$ cat src/sac_pkg.sv
package sac_pkg;

  // Clock rate and printed times.
  localparam int CLK_NS = 40;
  localparam int STS_RISE_NS = 200;
  localparam int STS_TAIL_NS = 1000;
  localparam int DATA_LEAD_NS = 600;
  // Cycle counts: least times round up.
  localparam int STS_RISE_CYC = (STS_RISE_NS + CLK_NS - 1) / CLK_NS;
  localparam int STS_TAIL_CYC = (STS_TAIL_NS + CLK_NS - 1) / CLK_NS;
  localparam int DATA_LEAD_CYC = (DATA_LEAD_NS + CLK_NS - 1) / CLK_NS;

  // Conversion lengths and bit-step divider.
  localparam int FULL_BITS = 12;
  localparam int SHORT_BITS = 8;
  localparam int STEP_DIV = 16;
  localparam logic [11:0] RESULT_RESET = 12'h000;

  // Controller states, Gray coded along the usual path.
  typedef enum logic [2:0] {
    SAC_IDLE = 3'b000,
    SAC_START = 3'b001,
    SAC_CONV = 3'b011,
    SAC_ACQ = 3'b010
  } sac_state_t;

endpackage : sac_pkg

$ cat src/sac_sar.sv
`timescale 1ns/1ns
`default_nettype none
module sac_sar
  import sac_pkg::*;
#(
  parameter int WIDTH = 12
) (
  input wire logic clock_in,
  input wire logic sys_rst_in,
  input wire logic clear_in,
  input wire logic step_in,
  input wire logic short_in,
  input wire logic comp_below_in,
  output logic [WIDTH-1:0] trial_out,
  output logic done_out
);

  initial begin
    if (WIDTH < SHORT_BITS) $error("WIDTH too small");
  end

  typedef struct packed {
    logic [WIDTH-1:0] result;
    logic [WIDTH-1:0] mask;
    logic done;
  } sac_sar_t;

  sac_sar_t r;
  sac_sar_t next_r;

  // One bit trial per step, MSB first; the bit stays set when the sum was below the input.
  always_comb begin
    next_r = r;
    next_r.done = 1'b0;
    if (clear_in) begin
      next_r.result = {1'b1, {(WIDTH-1){1'b0}}};
      next_r.mask = {1'b1, {(WIDTH-1){1'b0}}};
    end else if (step_in && (r.mask != '0)) begin
      if (!comp_below_in) begin
        next_r.result = r.result & ~r.mask;
      end
      next_r.mask = r.mask >> 1;
      if (short_in && r.mask[WIDTH-SHORT_BITS]) begin
        next_r.mask = '0;
      end
      next_r.result = next_r.result | (next_r.mask >> 0);
      if ((next_r.mask == '0) || (short_in && r.mask[WIDTH-SHORT_BITS])) begin
        next_r.done = 1'b1;
      end
    end
  end

  always_ff @(posedge clock_in) begin
    if (sys_rst_in) begin
      r <= '0;
    end else begin
      r <= next_r;
    end
  end

  assign trial_out = r.result;
  assign done_out = r.done;

endmodule : sac_sar
`default_nettype wire

$ cat src/sac_control.sv
`timescale 1ns/1ns
`default_nettype none
module sac_control
  import sac_pkg::*;
#(
  parameter int WIDTH = 12,
  parameter int STEP_CYCLES = STEP_DIV
) (
  input wire logic clock_in,
  input wire logic sys_rst_in,
  input wire logic chip_enable_in,
  input wire logic chip_select_n_in,
  input wire logic read_convert_in,
  input wire logic word_format_in,
  input wire logic byte_select_in,
  input wire logic comp_below_in,
  output logic [WIDTH-1:0] dac_trial_out,
  output logic [WIDTH-1:0] data_out,
  output logic [WIDTH-1:0] data_oe_out,
  output logic conversion_status_out,
  output logic hold_out,
  output logic conv_clk_en_out
);

  initial begin
    if (WIDTH != FULL_BITS) $error("WIDTH must be 12");
    if (STEP_CYCLES < 2) $error("STEP_CYCLES too small");
    if (STS_TAIL_CYC <= DATA_LEAD_CYC) $error("tail shorter than data lead");
  end

  typedef struct packed {
    logic [1:0] ce_s;
    logic [1:0] cs_n_s;
    logic [1:0] rc_s;
    logic [1:0] wf_s;
    logic [1:0] bs_s;
    logic [1:0] cmp_s;
    logic sel_prev;
    sac_state_t state;
    logic short_conv;
    logic [7:0] cnt;
    logic [7:0] step_cnt;
    logic [WIDTH-1:0] latch;
    logic [WIDTH-1:0] data;
    logic [WIDTH-1:0] oe;
    logic sts;
    logic hold;
    logic clk_en;
  } sac_ctl_t;

  sac_ctl_t r;
  sac_ctl_t next_r;
  logic sar_clear;
  logic sar_step;
  logic [WIDTH-1:0] sar_trial;
  logic sar_done;

  // Output word for a read; byte mode puts the low nibble in the upper half.
  function automatic logic [WIDTH-1:0] read_word(input logic [WIDTH-1:0] res, input logic wf, input logic bs);
    logic [WIDTH-1:0] w;
    w = '0;
    if (wf) begin
      w = res;
    end else if (!bs) begin
      w[7:0] = res[11:4];
    end else begin
      w[7:0] = {res[3:0], 4'h0};
    end
    return w;
  endfunction : read_word

  // Which lanes a read enables.
  function automatic logic [WIDTH-1:0] read_lanes(input logic wf);
    return wf ? {WIDTH{1'b1}} : {{(WIDTH-8){1'b0}}, 8'hff};
  endfunction : read_lanes

  logic selected;
  logic rc_now;
  assign selected = r.ce_s[1] && !r.cs_n_s[1];
  assign rc_now = r.rc_s[1];

  // The successive approximation register lives in its own module.
  sac_sar #(
    .WIDTH(WIDTH)
  ) u_sar (
    .clock_in(clock_in),
    .sys_rst_in(sys_rst_in),
    .clear_in(sar_clear),
    .step_in(sar_step),
    .short_in(r.short_conv),
    .comp_below_in(r.cmp_s[1]),
    .trial_out(sar_trial),
    .done_out(sar_done)
  );

  assign sar_clear = (r.state == SAC_START) && (r.cnt == 8'h00);
  assign sar_step = (r.state == SAC_CONV) && r.clk_en && (r.step_cnt == 8'(STEP_CYCLES - 1));

  // Controller: start decode, conversion sequencing, acquisition tail and reads.
  always_comb begin
    next_r = r;
    // Pins are foreign to this clock, so each gets two flops first.
    next_r.ce_s = {r.ce_s[0], chip_enable_in};
    next_r.cs_n_s = {r.cs_n_s[0], chip_select_n_in};
    next_r.rc_s = {r.rc_s[0], read_convert_in};
    next_r.wf_s = {r.wf_s[0], word_format_in};
    next_r.bs_s = {r.bs_s[0], byte_select_in};
    next_r.cmp_s = {r.cmp_s[0], comp_below_in};
    next_r.sel_prev = selected;
    next_r.data = '0;
    next_r.oe = '0;
    if (r.state == SAC_CONV) begin
      next_r.step_cnt = (r.step_cnt == 8'(STEP_CYCLES - 1)) ? 8'h00 : r.step_cnt + 8'h01;
    end
    case (r.state)
      SAC_IDLE: begin
        if (selected && !rc_now) begin
          // Whichever of enable and select comes last triggers; a low read/convert
          // under an existing selection (stand-alone) also starts.
          next_r.state = SAC_START;
          next_r.short_conv = r.bs_s[1];
          next_r.hold = 1'b1;
          next_r.cnt = 8'h00;
        end else if (selected && rc_now) begin
          next_r.data = read_word(r.latch, r.wf_s[1], r.bs_s[1]);
          next_r.oe = read_lanes(r.wf_s[1]);
        end
      end
      SAC_START: begin
        // Data float from the start edge on.
        next_r.clk_en = 1'b1;
        next_r.step_cnt = 8'h00;
        next_r.cnt = r.cnt + 8'h01;
        if (r.cnt == 8'(STS_RISE_CYC - 1)) begin
          next_r.sts = 1'b1;
          next_r.state = SAC_CONV;
        end
      end
      SAC_CONV: begin
        // Starts and reads are not looked at here, so nothing can disturb the cycle.
        if (sar_done) begin
          next_r.clk_en = 1'b0;
          next_r.hold = 1'b0;
          next_r.latch = sar_trial;
          next_r.cnt = 8'h00;
          next_r.state = SAC_ACQ;
        end
      end
      SAC_ACQ: begin
        // Data valid from here; status falls a fixed tail later, well after the lead.
        next_r.cnt = r.cnt + 8'h01;
        if (selected && rc_now) begin
          next_r.data = read_word(r.latch, r.wf_s[1], r.bs_s[1]);
          next_r.oe = read_lanes(r.wf_s[1]);
        end
        if (r.cnt == 8'(STS_TAIL_CYC - 1)) begin
          next_r.sts = 1'b0;
          next_r.state = SAC_IDLE;
        end
      end
      default: begin
        next_r.state = SAC_IDLE;
      end
    endcase
  end

  // All state updates on one clock; reset gives idle, sample mode, floating bus.
  always_ff @(posedge clock_in) begin
    if (sys_rst_in) begin
      r <= '0;
      r.cs_n_s <= 2'b11;
      r.latch <= RESULT_RESET;
      r.state <= SAC_IDLE;
    end else begin
      r <= next_r;
    end
  end

  assign dac_trial_out = sar_trial;
  assign data_out = r.data;
  assign data_oe_out = r.oe;
  assign conversion_status_out = r.sts;
  assign hold_out = r.hold;
  assign conv_clk_en_out = r.clk_en;

  // No data during a conversion.
  a_no_data_conv: assert property (@(posedge clock_in) disable iff (sys_rst_in)
    (r.state == SAC_CONV) |-> (data_oe_out == '0))
    else $error("data driven in conversion");

  // Start holds the track-hold.
  a_start_hold: assert property (@(posedge clock_in) disable iff (sys_rst_in)
    (r.state == SAC_START) |-> hold_out)
    else $error("no hold at start");

  // Status rises the fixed delay after start.
  a_sts_rise: assert property (@(posedge clock_in) disable iff (sys_rst_in)
    ($rose(hold_out)) |-> ##5 $rose(conversion_status_out))
    else $error("status rise late");

  // End of convert stops the clock and samples.
  a_eoc_stop: assert property (@(posedge clock_in) disable iff (sys_rst_in)
    ($fell(conv_clk_en_out)) |-> (!hold_out && conversion_status_out))
    else $error("eoc wrong");

  // Status stays high for at least eight cycles after sampling resumes.
  a_sts_tail: assert property (@(posedge clock_in) disable iff (sys_rst_in)
    ($fell(hold_out)) |-> conversion_status_out [*8])
    else $error("status tail short");

  // Conversion stays in conversion or moves on to acquisition, regardless of inputs.
  a_conv_keep: assert property (@(posedge clock_in) disable iff (sys_rst_in)
    (r.state == SAC_CONV) |=> (r.state == SAC_CONV) || (r.state == SAC_ACQ))
    else $error("abort");

  // Status only drops from acquisition.
  a_sts_fall: assert property (@(posedge clock_in) disable iff (sys_rst_in)
    $fell(conversion_status_out) |-> $past(r.state) == SAC_ACQ)
    else $error("status fell early");

  // Byte read keeps the upper lanes quiet.
  a_byte_zeros: assert property (@(posedge clock_in) disable iff (sys_rst_in)
    (data_oe_out == 12'h0ff) |-> (data_out[11:8] == 4'h0))
    else $error("byte lanes wrong");

  // Word read returns the held result.
  a_word_read: assert property (@(posedge clock_in) disable iff (sys_rst_in)
    (data_oe_out == 12'hfff) |-> (data_out == r.latch))
    else $error("word read wrong");

  // A start needs the selection to have stood in the cycle that took it.
  a_start_gated: assert property (@(posedge clock_in) disable iff (sys_rst_in)
    $rose(hold_out) |-> r.sel_prev)
    else $error("start without selection");

  // A start is only taken with read/convert low; a high level is a read.
  a_start_convert: assert property (@(posedge clock_in) disable iff (sys_rst_in)
    $rose(hold_out) |-> !$past(rc_now))
    else $error("start during read");

  // Conversion length follows the byte select seen at the start.
  a_start_length: assert property (@(posedge clock_in) disable iff (sys_rst_in)
    $rose(hold_out) |-> (r.short_conv == $past(r.bs_s[1])))
    else $error("wrong conversion length");

  // A short run never trials the four low bits.
  a_short_tail: assert property (@(posedge clock_in) disable iff (sys_rst_in)
    ((r.state == SAC_CONV) && sar_done && r.short_conv) |-> (sar_trial[3:0] == 4'h0))
    else $error("short run set low bits");

  // Right after the clear only the first trial bit stands and the step clock runs.
  a_clear_first: assert property (@(posedge clock_in) disable iff (sys_rst_in)
    ((r.state == SAC_START) && (r.cnt == 8'h01)) |-> (conv_clk_en_out && (dac_trial_out == {1'b1, {(WIDTH-1){1'b0}}})))
    else $error("register not cleared");

  // Outside a run the step clock is stopped and the track-hold samples.
  a_sample_idle: assert property (@(posedge clock_in) disable iff (sys_rst_in)
    ((r.state == SAC_IDLE) || (r.state == SAC_ACQ)) |-> (!conv_clk_en_out && !hold_out))
    else $error("clock or hold left on");

  // A read during the acquisition tail is served on the next cycle.
  a_acq_read: assert property (@(posedge clock_in) disable iff (sys_rst_in)
    ((r.state == SAC_ACQ) && selected && rc_now) |=> (data_oe_out != '0))
    else $error("acquisition read refused");

  // The lines float from the start edge on, before the first trial.
  a_start_float: assert property (@(posedge clock_in) disable iff (sys_rst_in)
    (r.state == SAC_START) |-> (data_oe_out == '0))
    else $error("data driven at start");

  // Status stays high while bits are trialled.
  a_sts_conv: assert property (@(posedge clock_in) disable iff (sys_rst_in)
    (r.state == SAC_CONV) |-> conversion_status_out)
    else $error("status low in conversion");

  // Status is low whenever the controller is idle.
  a_sts_idle: assert property (@(posedge clock_in) disable iff (sys_rst_in)
    (r.state == SAC_IDLE) |-> !conversion_status_out)
    else $error("status high in idle");

  // The odd byte carries the low nibble followed by zeros.
  a_byte_high: assert property (@(posedge clock_in) disable iff (sys_rst_in)
    ((data_oe_out == 12'h0ff) && $past(r.bs_s[1])) |-> (data_out[3:0] == 4'h0))
    else $error("odd byte wrong");

  // The even byte carries the eight top result bits.
  a_byte_low: assert property (@(posedge clock_in) disable iff (sys_rst_in)
    ((data_oe_out == 12'h0ff) && !$past(r.bs_s[1])) |-> (data_out[7:0] == r.latch[11:4]))
    else $error("even byte wrong");

  // The result is only replaced when a run completes, so reads repeat.
  a_latch_keep: assert property (@(posedge clock_in) disable iff (sys_rst_in)
    (r.state != SAC_CONV) |=> $stable(r.latch))
    else $error("result changed");

  // Reads open with the acquisition tail, so at least the data lead passes before status falls.
  a_data_lead: assert property (@(posedge clock_in) disable iff (sys_rst_in)
    $fell(conversion_status_out) |-> ($past(r.state, 15) == SAC_ACQ))
    else $error("data lead too short");

  // Word format picks all lanes; byte format only the low eight.
  a_word_lanes: assert property (@(posedge clock_in) disable iff (sys_rst_in)
    (data_oe_out != '0) |-> (data_oe_out == ($past(r.wf_s[1]) ? 12'hfff : 12'h0ff)))
    else $error("lane enables wrong");

  // The track-hold stays in hold for the whole run.
  a_hold_conv: assert property (@(posedge clock_in) disable iff (sys_rst_in)
    (r.state == SAC_CONV) |-> hold_out)
    else $error("hold released in conversion");

  // Status only rises once the input is held.
  a_sts_start: assert property (@(posedge clock_in) disable iff (sys_rst_in)
    $rose(conversion_status_out) |-> hold_out)
    else $error("status without hold");

  // Main scenarios: any completed run, short run, acquisition read, byte read and a start straight after a run.
  c_conv: cover property (@(posedge clock_in) $fell(conversion_status_out));
  c_short: cover property (@(posedge clock_in) r.short_conv && $fell(conv_clk_en_out));
  c_acq_read: cover property (@(posedge clock_in) (r.state == SAC_ACQ) && (data_oe_out != '0));
  c_byte_read: cover property (@(posedge clock_in) data_oe_out == 12'h0ff);
  c_restart: cover property (@(posedge clock_in) $fell(conversion_status_out) ##1 $rose(hold_out));

endmodule : sac_control
`default_nettype wire

$ cat config.mk
export PLATFORM = sky130hd
export DESIGN_NAME = sac_control
export DESIGN_NICKNAME = d
export VERILOG_FILES = /design/src/sac_pkg.sv /design/src/sac_sar.sv /design/src/sac_control.sv
export SDC_FILE = /design/constraint.sdc
export NUM_CORES = 1
export LEC_CHECK = 0
export BUFFER_PORTS_ARGS = -buffer_cell sky130_fd_sc_hd__buf_2
export CAP_MARGIN = 25
export CORE_MARGIN = 5
export CORE_UTILIZATION = 57
export CTS_BUF_LIST = sky130_fd_sc_hd__clkbuf_16
export DETAILED_ROUTE_END_ITERATION = 8
export PLACE_DENSITY = 0.79
export SLEW_MARGIN = 25
export SYNTH_ARGS = -nofsm -noshare
export SYNTH_HDL_FRONTEND = slang
export SYNTH_SLANG_ARGS = --single-unit
$ cat constraint.sdc
create_clock -name clock_in -period 2.45 [get_ports clock_in]
set_clock_uncertainty 0.1 [all_clocks]
set_input_delay 0.1225 -clock clock_in [delete_from_list [all_inputs] [get_ports clock_in]]
set_output_delay 0.1225 -clock clock_in [all_outputs]
set_load 0.005 [all_outputs]
==> impl_metrics.env <==
export IMPL_cts_buffers_inserted=9
export IMPL_powerDensity_nw_per_um2=664
export IMPL_synth_most_common_cell="dfxtp_1"
export IMPL_crit_required_ns=2.62
export IMPL_synthMuxAreaShare=0.0188
export IMPL_rr_endpoint="u_sar.trial_out[8]"
export IMPL_syn_instance_count=402
export IMPL_drt_wirelength_per_cell_um=14.9
export IMPL_fin_cells=496
export IMPL_drc=0
export IMPL_min_from="sys_rst_in"
export IMPL_post_route_min_period_ns=2.12
export IMPL_track_usage=0.188
export IMPL_hold_viol_final=0
export IMPL_r2r_start="r[57]"
export IMPL_dp_hpwl_um=5220
export IMPL_rsz0062_at_grt="no"
export IMPL_clkTransAtPathRegs_ns=0.06
export IMPL_grt_antenna_before_repair=0
export IMPL_whs_ns=0.102
export IMPL_rr_worst_depth=6
export IMPL_dr_pass1_iters=4
export IMPL_status="finished, final reports clean"
export IMPL_antenna_cells=0
export IMPL_overflow=0
export IMPL_total_power_w=0.00267
export IMPL_cts_buffer_depth=2
export IMPL_drv_slew=0
export IMPL_vias=2758
export IMPL_cts_sinks=85
export IMPL_cts_max_level=3
export IMPL_finalSetupTns_ns=0
export IMPL_netlist_top_cells_area="dfxtp_1, buf_4, a21oi_1"
export IMPL_synth_compound_area_share=0.165
export IMPL_worst_slack_ns=0.334
export IMPL_critPathArrivalTime_ns=2.28
export IMPL_fill_cells=501
export IMPL_area_delta_synth_final_pct=8.13
export IMPL_wl_um=7390
export IMPL_syn_nets=418
export IMPL_synth_edf_count=0
export IMPL_place_worst_setup_slack_ns=0.361
export IMPL_relSlewSlack=0.589
export IMPL_clock_power_share=0.454
export IMPL_max_clock_freq_mhz=473
export IMPL_finalNetCount=431
export IMPL_fp_dieW_um=90.8
export IMPL_whs_path_depth=2
export IMPL_synthAdderAreaFrac=0.0269
export IMPL_p_sw_frac=0.215
export IMPL_grt_max_degree=26
export IMPL_cp_start_kind="flop"
export IMPL_clock_latency_ns=0.34
export IMPL_coreArea_um2=6350
export IMPL_layout_drive_gt1_share=0.179
export IMPL_avgSynthCellArea_um2=9.27
export IMPL_rows=29
export IMPL_crit_fanout=18
export IMPL_initial_core_util=0.587
export IMPL_synthSimpleGateAreaFrac=0.193
export IMPL_intPower_w=0.00210
export IMPL_synth_top_family_by_area="simple AND/OR/NAND/NOR gates"
export IMPL_peakVddDrop_v=0.000472
export IMPL_yosys_top_cells_count="dfxtp_1, nand2_1, buf_4"
export IMPL_critPathMaxStageDelay_ns=0.62
export IMPL_p_comb_frac=0.020
export IMPL_ys_ff_latch=85
export IMPL_syn_cell_area_um2=3720
export IMPL_synth_ff_type="dfxtp_1"
export IMPL_grt_pass1_wl_um=12600
export IMPL_yosys_area_share_xor_xnor=0.0165
export IMPL_fin_crit_sh=0.864
export IMPL_synthArstFlopShare=0
export IMPL_cts_root_buf="clkbuf_16"
export IMPL_worstSetupPathType="flop to flop"
export IMPL_viasPerCell=5.56
export IMPL_grt_pass1_vias=2659
export IMPL_gp_congestion=0.817
export IMPL_tritoncts="done"
export IMPL_holdCritPathClass="primary input to flop"
export IMPL_postRouteAntennaNets=0
export IMPL_synth_top_cell_by_area="dfxtp_1"
export IMPL_dp_cells=475
export IMPL_setup_violations=0
export IMPL_slowest_stage="and4_1"
export IMPL_cellLeakagePower_nw=1.64
export IMPL_cp_end_kind="flop"
export IMPL_cap_violations=0
export IMPL_r2r_slack_ns=0.33
export IMPL_ys_warn_count=0
export IMPL_min_to="hold_out"
export IMPL_num_io_pins=47
export IMPL_switchingPower_w=0.000574
export IMPL_die_y_um=90.8
export IMPL_power_frac_seq=0.526
export IMPL_ys_types=56
export IMPL_seq_area_frac_synth=0.457
export IMPL_yosysTopAreaCellShare=0.457
export IMPL_port_buffers=46
export IMPL_die_area_um2=8250
export IMPL_drt_iter0_drc=134
export IMPL_tightest_slew_ns=0.616
export IMPL_crit_chain="inv_1 > ha_1 > nor4b_2 > a21oi_2 > and4_1 > a32o_1"
[what timing repair did]
action                                 4_1_cts  5_1_grt
buffers inserted                             0        0
endpoints found under the hold margin        6        0
hold buffers                                 6        0
resized for setup                            0        0
[placed cells by master, fill, tap and decap left out, types with 2 or more instances in the layout]
| master | Yosys | final |
|---|---|---|
| nor2b_1 | 12 | 12 |
| o21ai_1 | 2 | 2 |
| nand3_1 | 11 | 11 |
| buf_4 | 36 | 5 |
| clkbuf_16 | 0 | 9 |
| nor2_1 | 24 | 24 |
| ha_1 | 8 | 8 |
| o311ai_1 | 2 | 2 |
| nor3_1 | 4 | 4 |
| nand4_1 | 3 | 3 |
| o211a_1 | 2 | 2 |
| a211oi_1 | 2 | 2 |
| mux2i_1 | 7 | 7 |
| o21ai_0 | 5 | 5 |
| xor2_1 | 3 | 3 |
| a22o_1 | 9 | 9 |
| a41oi_1 | 3 | 3 |
| inv_1 | 17 | 18 |
| nor3b_1 | 4 | 4 |
| nor4_1 | 2 | 2 |
| xnor2_1 | 4 | 4 |
| nand2_1 | 42 | 42 |
| dfxtp_1 | 85 | 85 |
| o31ai_1 | 4 | 4 |
| a21oi_1 | 35 | 35 |
| or2_2 | 2 | 2 |
| clkinv_4 | 0 | 2 |
| and3_1 | 6 | 6 |
| a32o_1 | 5 | 5 |
| o311a_1 | 4 | 4 |
| a21o_1 | 4 | 4 |
| and2_1 | 3 | 3 |
| buf_2 | 0 | 46 |
| nand2b_1 | 4 | 4 |
| nand3b_1 | 8 | 8 |
| dlygate4sd3_1 | 0 | 6 |
[routing by layer]
layer	vias up	GRT usage	part of all wire
li1	1385	-	-
met1	1283	0.233	0.44
met2	80	0.309	0.48
met3	10	0.0517	0.060
met4	0	0.0758	0.015
met5	-	0	0
[final cells by class]
type / count / area [µm²] / share of cell area
clock inverters: 6 / 41.3 / 0.0103
repair buffers: 57 / 328 / 0.0814
inverters: 18 / 67.6 / 0.0168
flip-flops and latches: 85 / 1700 / 0.422
well taps: 77 / 96.3 / 0.0239
multi-input cells: 244 / 1570 / 0.389
clock buffers: 9 / 225 / 0.0559
[critical path: cells and delay by family (launching register included)]
| kind | cells | cell delay (ns) |
|---|---|---|
| AND/OR/NAND/NOR | 2 | 0.81 |
| flip-flops | 1 | 0.38 |
| AO/OA/AOI/OAI | 2 | 0.41 |
| adder cells (fa/ha/maj) | 1 | 0.25 |
| buffers and inverters | 1 | 0.10 |
[per-stage QoR]
step	utilization	instance area (µm²)
6_report	0.634	4030
5_1_grt	0.634	4030
4_1_cts	0.634	4030
3_5_place_dp	0.583	3700
3_3_place_gp	0.583	3700
2_1_floorplan	-	3720
[worst max path at each step]
stage                         endpoint   from  slack (ns)
finish              u_sar.trial_out[8]  r[57]        0.33
global route        u_sar.trial_out[8]  r[57]        0.19
CTS                 u_sar.trial_out[8]  r[57]        0.33
detailed placement  u_sar.trial_out[8]  r[57]        0.36
global placement            u_sar.r[5]  r[57]        0.47
floorplan                  u_sar.r[10]  r[56]        0.47
[power by group through the flow]
stage                     logic (W)  registers [W]  clock network, W
after global placement    0.0000454        0.00144                 0
after detailed placement  0.0000464        0.00144                 0
after floorplan           0.0000360        0.00143                 0
final                     0.0000537        0.00141           0.00121
after CTS                 0.0000536        0.00141           0.00123
after global routing      0.0000596        0.00141           0.00132
[sequential cells by signal, indices dropped and copies added, names as in the netlist]
signal / count
conv_clk_en_out: 1
conversion_status_out: 1
data_oe_out: 2
data_out: 12
hold_out: 1
next_r: 6
r: 37
u_sar.done_out: 1
u_sar.r: 12
u_sar.trial_out: 12
[cells by family (layout without fill, tap and decap cells)]
kind of cell | count (synthesis) | count (layout)
adder cells (fa/ha/maj) | 8 | 8
AO/OA/AOI/OAI | 88 | 88
multiplexers | 7 | 7
flip-flops | 85 | 85
XOR/XNOR | 7 | 7
AND/OR/NAND/NOR | 134 | 134
buffers and inverters | 73 | 90
(Power assumes the default switching activity.)
